$ cat src/core/timer34_pkg.sv
// Package with register map, field positions and constants of the dual timer
package timer34_pkg;
    // Register offsets (byte addresses on the Wishbone bus)
    localparam logic [7:0] OFS_IRQ_ENABLE   = 8'hAF;
    localparam logic [7:0] OFS_CONTROL_MODE = 8'hD1;
    localparam logic [7:0] OFS_B_COUNT_HIGH = 8'hD2;
    localparam logic [7:0] OFS_B_COUNT_LOW  = 8'hD3;
    localparam logic [7:0] OFS_A_COUNT_HIGH = 8'hD4;
    localparam logic [7:0] OFS_A_COUNT_LOW  = 8'hD5;
    localparam logic [7:0] OFS_IRQ_STATUS   = 8'hD8;

    // Control/mode field positions
    localparam int BIT_B_RUN       = 7;
    localparam int BIT_B_SOURCE    = 6;
    localparam int BIT_B_BYPASS    = 5;
    localparam int BIT_B_CLOCK_OUT = 4;
    localparam int BIT_A_RUN       = 3;
    localparam int BIT_A_SOURCE    = 2;
    localparam int BIT_A_BYPASS    = 1;
    localparam int BIT_A_CLOCK_OUT = 0;

    // Interrupt enable and status bit positions
    localparam int BIT_B_IRQ = 7;
    localparam int BIT_A_IRQ = 6;

    // Reset values and the count at which a channel wraps
    localparam logic [7:0]  RST_BYTE  = 8'h00;
    localparam logic [15:0] RST_COUNT = 16'h0000;
    localparam logic [15:0] MAX_COUNT = 16'hFFFF;

    // Prescaler: one tick every 12 system clocks
    localparam int         PRESCALE_DIV = 12;
    localparam logic [3:0] PRESCALE_TOP = 4'(PRESCALE_DIV - 1);
    localparam logic [3:0] PRESCALE_ZERO = 4'h0;
endpackage : timer34_pkg

$ cat src/core/dual_autoreload_timer_clkout.sv
// Top of the dual 16-bit auto-reload timer with clock outputs and Wishbone slave
module dual_autoreload_timer_clkout (
    // Clock and reset
    input  wire logic       clk,
    input  wire logic       rst,
    // Wishbone classic slave
    input  wire logic       wb_cyc_i,
    input  wire logic       wb_stb_i,
    input  wire logic       wb_we_i,
    input  wire logic [7:0] wb_adr_i,
    input  wire logic [3:0] wb_sel_i,
    input  wire logic [31:0] wb_dat_i,
    output logic      [31:0] wb_dat_o,
    output logic            wb_ack_o,
    // External count pins
    input  wire logic       timerAPin,
    input  wire logic       timerBPin,
    // Clock output pins and their enables
    output logic            timerAClkOut,
    output logic            timerAClkOutEn,
    output logic            timerBClkOut,
    output logic            timerBClkOutEn,
    // Interrupt
    output logic            irq
);
    logic [7:0]  control_ff;
    logic [7:0]  irqEnable_ff;
    logic [7:0]  irqStatus_ff;
    logic [31:0] rdData_ff;
    logic        ack_ff;
    logic        irq_ff;
    logic        aClkEn_ff;
    logic        bClkEn_ff;
    logic [15:0] countA;
    logic [15:0] countB;
    logic        ovfA;
    logic        ovfB;
    logic        clkA;
    logic        clkB;
    logic [15:0] chCount [2];
    logic [1:0]  chOvf;
    logic [1:0]  chClk;

    // Channel count; index 0 is timer A, index 1 is timer B
    localparam int NUM_CHAN = 2;

    // Bus decode; one-cycle answer, ack drops the cycle after it is given
    wire logic req   = wb_cyc_i & wb_stb_i & ~ack_ff;
    wire logic wrEn  = req & wb_we_i & wb_sel_i[0];
    wire logic selCtl = (wb_adr_i == timer34_pkg::OFS_CONTROL_MODE);
    wire logic selIe  = (wb_adr_i == timer34_pkg::OFS_IRQ_ENABLE);
    wire logic selSt  = (wb_adr_i == timer34_pkg::OFS_IRQ_STATUS);
    wire logic selBH  = (wb_adr_i == timer34_pkg::OFS_B_COUNT_HIGH);
    wire logic selBL  = (wb_adr_i == timer34_pkg::OFS_B_COUNT_LOW);
    wire logic selAH  = (wb_adr_i == timer34_pkg::OFS_A_COUNT_HIGH);
    wire logic selAL  = (wb_adr_i == timer34_pkg::OFS_A_COUNT_LOW);
    wire logic [7:0] wrByte = wb_dat_i[7:0];

    // Unmapped addresses read zero and writes are ignored
    wire logic [7:0] rdByte = selCtl ? control_ff :
                              selIe  ? irqEnable_ff :
                              selSt  ? irqStatus_ff :
                              selBH  ? countB[15:8] :
                              selBL  ? countB[7:0] :
                              selAH  ? countA[15:8] :
                              selAL  ? countA[7:0] : timer34_pkg::RST_BYTE;

    // Sticky events: set wins over a write-one clear in the same cycle
    wire logic [7:0] evt = {ovfB, ovfA, 6'h00} &
                           ((8'h01 << timer34_pkg::BIT_B_IRQ) |
                            (8'h01 << timer34_pkg::BIT_A_IRQ));
    wire logic [7:0] clrMask = (wrEn && selSt) ? wrByte : 8'h00;
    wire logic [7:0] nxt_status = (irqStatus_ff & ~clrMask) | evt;
    wire logic       nxt_irq = |(nxt_status & irqEnable_ff);

    // Control fields gathered per channel so one loop serves both timers
    wire logic [1:0] chRun   = {control_ff[timer34_pkg::BIT_B_RUN],
                                control_ff[timer34_pkg::BIT_A_RUN]};
    wire logic [1:0] chSrc   = {control_ff[timer34_pkg::BIT_B_SOURCE],
                                control_ff[timer34_pkg::BIT_A_SOURCE]};
    wire logic [1:0] chByp   = {control_ff[timer34_pkg::BIT_B_BYPASS],
                                control_ff[timer34_pkg::BIT_A_BYPASS]};
    wire logic [1:0] chClkEn = {control_ff[timer34_pkg::BIT_B_CLOCK_OUT],
                                control_ff[timer34_pkg::BIT_A_CLOCK_OUT]};

    // Count byte strobes; the channel itself decides count or reload
    wire logic [1:0] chWrHi = {wrEn & selBH, wrEn & selAH};
    wire logic [1:0] chWrLo = {wrEn & selBL, wrEn & selAL};
    wire logic [1:0] chPin  = {timerBPin, timerAPin};

    // Control register; a write lands on the edge that takes the request
    always_ff @(posedge clk) begin
        if (rst) begin
            control_ff <= timer34_pkg::RST_BYTE;
        end else if (wrEn && selCtl) begin
            control_ff <= wrByte;
        end
    end

    // Interrupt enable; bits other than the two timer enables are plain storage
    always_ff @(posedge clk) begin
        if (rst) begin
            irqEnable_ff <= timer34_pkg::RST_BYTE;
        end else if (wrEn && selIe) begin
            irqEnable_ff <= wrByte;
        end
    end

    // Sticky status; an overflow in the clearing cycle is never lost
    always_ff @(posedge clk) begin
        if (rst) begin
            irqStatus_ff <= timer34_pkg::RST_BYTE;
        end else begin
            irqStatus_ff <= nxt_status;
        end
    end

    // Read data is refreshed every cycle; the master takes it with ack
    always_ff @(posedge clk) begin
        if (rst) begin
            rdData_ff <= 32'h0000_0000;
        end else begin
            rdData_ff <= {24'h00_0000, rdByte};
        end
    end

    // One-cycle ack; masking with ack stops a held request being taken twice
    always_ff @(posedge clk) begin
        if (rst) begin
            ack_ff <= 1'b0;
        end else begin
            ack_ff <= req;
        end
    end

    // Level interrupt, registered so the pin never glitches
    always_ff @(posedge clk) begin
        if (rst) begin
            irq_ff <= 1'b0;
        end else begin
            irq_ff <= nxt_irq;
        end
    end

    // Pin enable of timer A clock output, one cycle behind its bit
    always_ff @(posedge clk) begin
        if (rst) begin
            aClkEn_ff <= 1'b0;
        end else begin
            aClkEn_ff <= chClkEn[0];
        end
    end

    // Pin enable of timer B clock output, one cycle behind its bit
    always_ff @(posedge clk) begin
        if (rst) begin
            bClkEn_ff <= 1'b0;
        end else begin
            bClkEn_ff <= chClkEn[1];
        end
    end

    // Two identical channels; only their bits and pins differ
    for (genvar ch = 0; ch < NUM_CHAN; ch++) begin : gen_chan
        timer_channel chan (
            .clk      (clk),
            .rst      (rst),
            .run      (chRun[ch]),
            .sourceSel(chSrc[ch]),
            .bypass   (chByp[ch]),
            .clkOutEn (chClkEn[ch]),
            .wrHigh   (chWrHi[ch]),
            .wrLow    (chWrLo[ch]),
            .wrData   (wrByte),
            .extPin   (chPin[ch]),
            .count    (chCount[ch]),
            .overflow (chOvf[ch]),
            .clkOut   (chClk[ch])
        );
    end

    // Channel results under the names the decode above uses
    assign countA = chCount[0];
    assign countB = chCount[1];
    assign ovfA   = chOvf[0];
    assign ovfB   = chOvf[1];
    assign clkA   = chClk[0];
    assign clkB   = chClk[1];

    assign wb_dat_o       = rdData_ff;
    assign wb_ack_o       = ack_ff;
    assign irq            = irq_ff;
    assign timerAClkOut   = clkA;
    assign timerAClkOutEn = aClkEn_ff;
    assign timerBClkOut   = clkB;
    assign timerBClkOutEn = bClkEn_ff;
endmodule : dual_autoreload_timer_clkout

$ cat src/core/timer_channel.sv
// One 16-bit auto-reload timer channel with prescaler, edge counter and clock output
module timer_channel (
    // Clock and reset
    input  wire logic        clk,
    input  wire logic        rst,
    // Control
    input  wire logic        run,
    input  wire logic        sourceSel,
    input  wire logic        bypass,
    input  wire logic        clkOutEn,
    // Count register write port
    input  wire logic        wrHigh,
    input  wire logic        wrLow,
    input  wire logic [7:0]  wrData,
    // External count pin
    input  wire logic        extPin,
    // Results
    output logic      [15:0] count,
    output logic             overflow,
    output logic             clkOut
);
    logic [15:0] count_ff;
    logic [15:0] reload_ff;
    logic [3:0]  pre_ff;
    logic        sync1_ff;
    logic        sync2_ff;
    logic        sync3_ff;
    logic        ovf_ff;
    logic        toggle_ff;
    logic        clkOut_ff;

    wire logic        preHit   = (pre_ff == timer34_pkg::PRESCALE_TOP);
    wire logic        fallEdge = sync3_ff & ~sync2_ff;
    wire logic        intTick  = bypass | preHit;
    wire logic        tick     = run & (sourceSel ? fallEdge : intTick);
    wire logic        wrap     = tick & (count_ff == timer34_pkg::MAX_COUNT);
    wire logic [15:0] nxtReload = {wrHigh ? wrData : reload_ff[15:8],
                                   wrLow  ? wrData : reload_ff[7:0]};
    wire logic [15:0] stoppedWr = {wrHigh ? wrData : count_ff[15:8],
                                   wrLow  ? wrData : count_ff[7:0]};
    wire logic [15:0] nxt_count = wrap ? reload_ff :
                                  (!run && (wrHigh || wrLow)) ? stoppedWr :
                                  tick ? count_ff + 16'h0001 : count_ff;
    wire logic [3:0]  nxt_pre  = (preHit || bypass || !run) ? timer34_pkg::PRESCALE_ZERO
                                                            : pre_ff + 4'h1;

    // Input synchroniser; only the second and third stages are examined
    always_ff @(posedge clk) begin
        sync1_ff <= extPin;
        sync2_ff <= sync1_ff;
        sync3_ff <= sync2_ff;
    end

    // Counter, reload and prescaler state
    always_ff @(posedge clk) begin
        if (rst) begin
            count_ff  <= timer34_pkg::RST_COUNT;
            reload_ff <= timer34_pkg::RST_COUNT;
            pre_ff    <= timer34_pkg::PRESCALE_ZERO;
            ovf_ff    <= 1'b0;
            toggle_ff <= 1'b0;
            clkOut_ff <= 1'b0;
        end else begin
            count_ff  <= nxt_count;
            reload_ff <= nxtReload;
            pre_ff    <= nxt_pre;
            ovf_ff    <= wrap;
            toggle_ff <= toggle_ff ^ wrap;
            clkOut_ff <= clkOutEn & (toggle_ff ^ wrap); // Pin idles low when disabled
        end
    end

    assign count    = count_ff;
    assign overflow = ovf_ff;
    assign clkOut   = clkOut_ff;
endmodule : timer_channel

$ cat config.mk
export PLATFORM = sky130hd
export DESIGN_NAME = dual_autoreload_timer_clkout
export DESIGN_NICKNAME = d
export VERILOG_FILES = /design/src/core/timer34_pkg.sv /design/src/core/dual_autoreload_timer_clkout.sv /design/src/core/timer_channel.sv
export SDC_FILE = /design/constraint.sdc
export NUM_CORES = 1
export LEC_CHECK = 0
export ABC_AREA = 1
export BUFFER_PORTS_ARGS = -buffer_cell sky130_fd_sc_hd__buf_4
export CORE_UTILIZATION = 25
export DETAILED_ROUTE_END_ITERATION = 8
export GPL_TIMING_DRIVEN = 0
export HOLD_SLACK_MARGIN = 0.05
export SETUP_SLACK_MARGIN = 0.2
export SLEW_MARGIN = 30
export SYNTH_ARGS = -nofsm -noshare
export SYNTH_HDL_FRONTEND = slang
export SYNTH_HIERARCHICAL = 1
export SYNTH_SLANG_ARGS = --single-unit
$ cat constraint.sdc
create_clock -name clk -period 2.2 [get_ports clk]
set_clock_uncertainty 0.15 [all_clocks]
set_input_delay 0.11 -clock clk [delete_from_list [all_inputs] [get_ports clk]]
set_output_delay 0.11 -clock clk [all_outputs]
set_load 0.01 [all_outputs]
==> flow_summary.yaml <==
run_status:
  status: "finished, final reports clean"
synthesis:
  async_flop_share: 0
  yosysSeqAreaShare: 0.3692
  synth_cells: 991
  ys_ff_latch: 120
  synth_edf_count: 0
  syn_area_per_cell_sq_um: 6.565
  syn_area_sq_um: 6506
  yosys_most_used_dff: "dfxtp_1"
  synth.distinct_cells: 39
  synth_warnings: 6
clocking:
  cts-htree-levels: 4
  clk_pin_slew_ps: 50
  clk_latency_ps: 420
  clk_path_buf_depth: 2
  cts_tree: "yes"
  cts_buffers: 17
  clock-sinks: 120
  root_buffer: "clkbuf_16"
routing:
  drc: 0
  drt_wl_total_mm: 20.85
  vias_per_cell: 4.686
  drtAntennaViolNets: 0
  num_vias: 6790
  firstDrtPassIters: 5
  drtIter0Drc: 599
  wl_per_cell_um: 14.39
die:
  ios: 89
  die_w_um: 163.3
  die_y_um: 163.3
  fp-row-count: 58
  dieArea_sq_um: 26670
  initial_core_util: 0.2569
  core_sq_um: 25330
global_routing:
  grt_antenna_before_repair: 0
  grt_max_degree: 17
  grt_overflow: 0
  grt_pass1_wl_mm: 32.51
  groute.usage.overall: 0.1573
  grt_pass1_vias: 6162
job:
  drv_cap: 0
cells_and_area:
  finish.utilization: 0.3397
  num_antenna_cells: 0
  syn2layout_area_growth_pct: 32.23
  nFillCells: 2703
  final_nets: 1163
  drive_above_1_share: 0.2145
  stdcell_count: 1449
critical_path:
  r2r_slack_ps: 30
  worst_ep_arrival_time_ps: 2310
  worstPathRequired_ps: 2330
  reg2reg_depth: 16
  path_class: "reg2reg"
  critPathMaxFanout: 7
  startpoint_type: "register"
  critical_path.reg2reg.endpoint: "gen_chan[0].chan/count[15]"
  end_kind: "register"
  worstReg2RegStart: "wb_ack_o"
sta:
  setup_viol: 0
  finalHoldViolCount: 0
  rsz0062_at_grt: "yes"
  period_needed_ps: 2174
  slew_viol_final: 0
  period_share: 0.9882
  timing.final.ws_setup_ps: 25.90
  worst_pin_slew_ps: 784.6
  fin_tns_setup_ps: 0
  relSlewSlack: 0.4741
  fmax_mhz: 460.0
pwr:
  power_density_nw_per_um2: 600.9
  vdd.ir_drop.worst_uv: 435.7
  p_leak_nw: 3.680
placed_design:
  dp_cells: 1381
  place_ws_ps: -516.1
  hpwlAfterDp_mm: 15.14
  portBuffers: 37
  place_congestion: 0.9145
worst_hold_path:
  min_path_type: "in2reg"
  holdPathEnd: "wb_dat_o[0]"
  min_path_cells: 6
  hp-start: "wb_adr_i[4]"
==> metal layers <==
| metal | global-route usage | vias to the layer above | routed length, um |
|---|---|---|---|
| met3 | 0.02565 | 30 | 1187 |
| met1 | 0.2179 | 3149 | 9768 |
| li1 | - | 3394 | - |
| met5 | 0 | - | 0 |
| met4 | 0.05183 | 0 | 450 |
| met2 | 0.2458 | 217 | 9439 |
==> synthesized netlist by cell type (4+ instances only) <==
cell type / number / area, sq um
nor2_4: 6 / 67.56
clkbuf_1: 15 / 56.30
o21ai_0: 66 / 330.3
o21bai_1: 6 / 45.04
o21ai_1: 9 / 45.04
nor2_2: 7 / 43.79
a21oi_1: 61 / 305.3
o31ai_1: 4 / 30.03
xor2_1: 4 / 35.03
buf_4: 25 / 187.7
dfxtp_1: 120 / 2402
nand3_2: 4 / 40.04
nand2_1: 221 / 829.6
inv_1: 111 / 416.7
nor2_1: 144 / 540.5
inv_2: 9 / 33.78
ha_1: 4 / 50.05
buf_2: 9 / 45.04
nor3_1: 7 / 35.03
nand3_1: 82 / 410.4
nand2_2: 7 / 43.79
nand4_1: 34 / 212.7
==> repair_timing <==
item	4_1_cts	5_1_grt
hold buffers	13	0
gates cloned	2	0
gates resized for setup	47	64
pin swaps	9	9
setup buffers	16	7
hold endpoints to repair	61	0
endpoints found under the setup margin	39	42
==> report_power, final <==
part / total [mW] / switching [mW] / internal, mW
sequential: 2.19 / 0.00311 / 2.18
combinational: 0.247 / 0.153 / 0.0947
clock: 2.74 / 0.984 / 1.75
==> placed cells by master (no fill, tap or decap), drive strengths merged, types with 3 or more instances in the layout <==
cell type / netlist / routed
or2: 4 / 4
buf: 37 / 99
ha: 4 / 4
inv: 120 / 118
nor3: 10 / 10
nand3b: 3 / 3
o31ai: 4 / 4
bufinv: 0 / 3
nand2: 231 / 231
clkbuf: 15 / 35
conb: 1 / 24
a21oi: 64 / 64
xor2: 4 / 4
nand4: 34 / 34
o21bai: 6 / 6
clkinv: 0 / 7
nand3: 86 / 86
o21ai: 78 / 78
nor2: 157 / 157
dlygate4sd3: 0 / 13
dfxtp: 120 / 120
o22ai: 3 / 3
==> logic make-up after synthesis <==
| group | Yosys count | share of synthesized area |
|---|---|---|
| simple gates | 531 | 0.3665 |
| compound gates | 157 | 0.1290 |
| other cells | 1 | 0.0005764 |
| fa+ha+maj | 4 | 0.007693 |
| buf+inv | 172 | 0.1188 |
| flops | 120 | 0.3692 |
| xor+xnor | 6 | 0.008077 |
==> state kept, by name, summed over array words and instances, names as in the netlist, 8 cells and up <==
signal and flops:
gen_chan.chan/count 32, gen_chan.chan/reload_ff 32, control_ff 8, gen_chan.chan/pre_ff 8
irqEnable_ff 8, irqStatus_ff 8, wb_dat_o 8
==> per-stage QoR <==
stage | power [mW] | instance area, sq um | hold slack, ps
2_1_floorplan | 2.346 | 6666 | -12.28
3_3_place_gp | 2.445 | 7357 | 65.05
3_5_place_dp | 2.447 | 7357 | 68.04
4_1_cts | 5.202 | 8366 | 87.24
5_1_grt | 5.335 | 8603 | 140.3
6_report | 5.169 | 8603 | 102.7
==> final cells by class <==
type / instances / area [sq um] / share of cell area
buffer: 52 / 371.6 / 0.04319
clock buffer: 20 / 436.7 / 0.05076
clock inverter: 10 / 130.1 / 0.01513
inverter: 120 / 473.0 / 0.05497
multi-input combinational: 722 / 3737 / 0.4344
sequential: 120 / 2410 / 0.2801
tap: 330 / 412.9 / 0.04799
timing repair buffer: 75 / 631.9 / 0.07344
==> critical path, cell delays in order (launching register included) <==
cell and delay, ps:
dfxtp_2 320, inv_2 60, nand3_4 70, nor2_4 120, clkinv_4 100, buf_4 160
nor2_4 140, inv_4 50, a21oi_4 210, inv_4 100, nor2_1 100, inv_1 70
nand2_4 90, buf_6 130, nor2_1 50, nand2_1 80, a21oi_2 50
==> how the worst max path moves through the flow <==
stage | endpoint | cells after the start | startpoint | slack, ps
after floorplan | gen_chan[0].chan/count[13] | 14 | wb_ack_o | 40
after global placement | gen_chan[0].chan/count[3] | 13 | wb_adr_i[1] | -490
after detailed placement | gen_chan[0].chan/count[13] | 16 | wb_adr_i[5] | -520
after CTS | gen_chan[1].chan/count[13] | 15 | wb_ack_o | 160
after global routing | gen_chan[1].chan/count[7] | 12 | wb_ack_o | -100
final | gen_chan[0].chan/count[15] | 16 | wb_ack_o | 30
(Power assumes the default switching activity.)
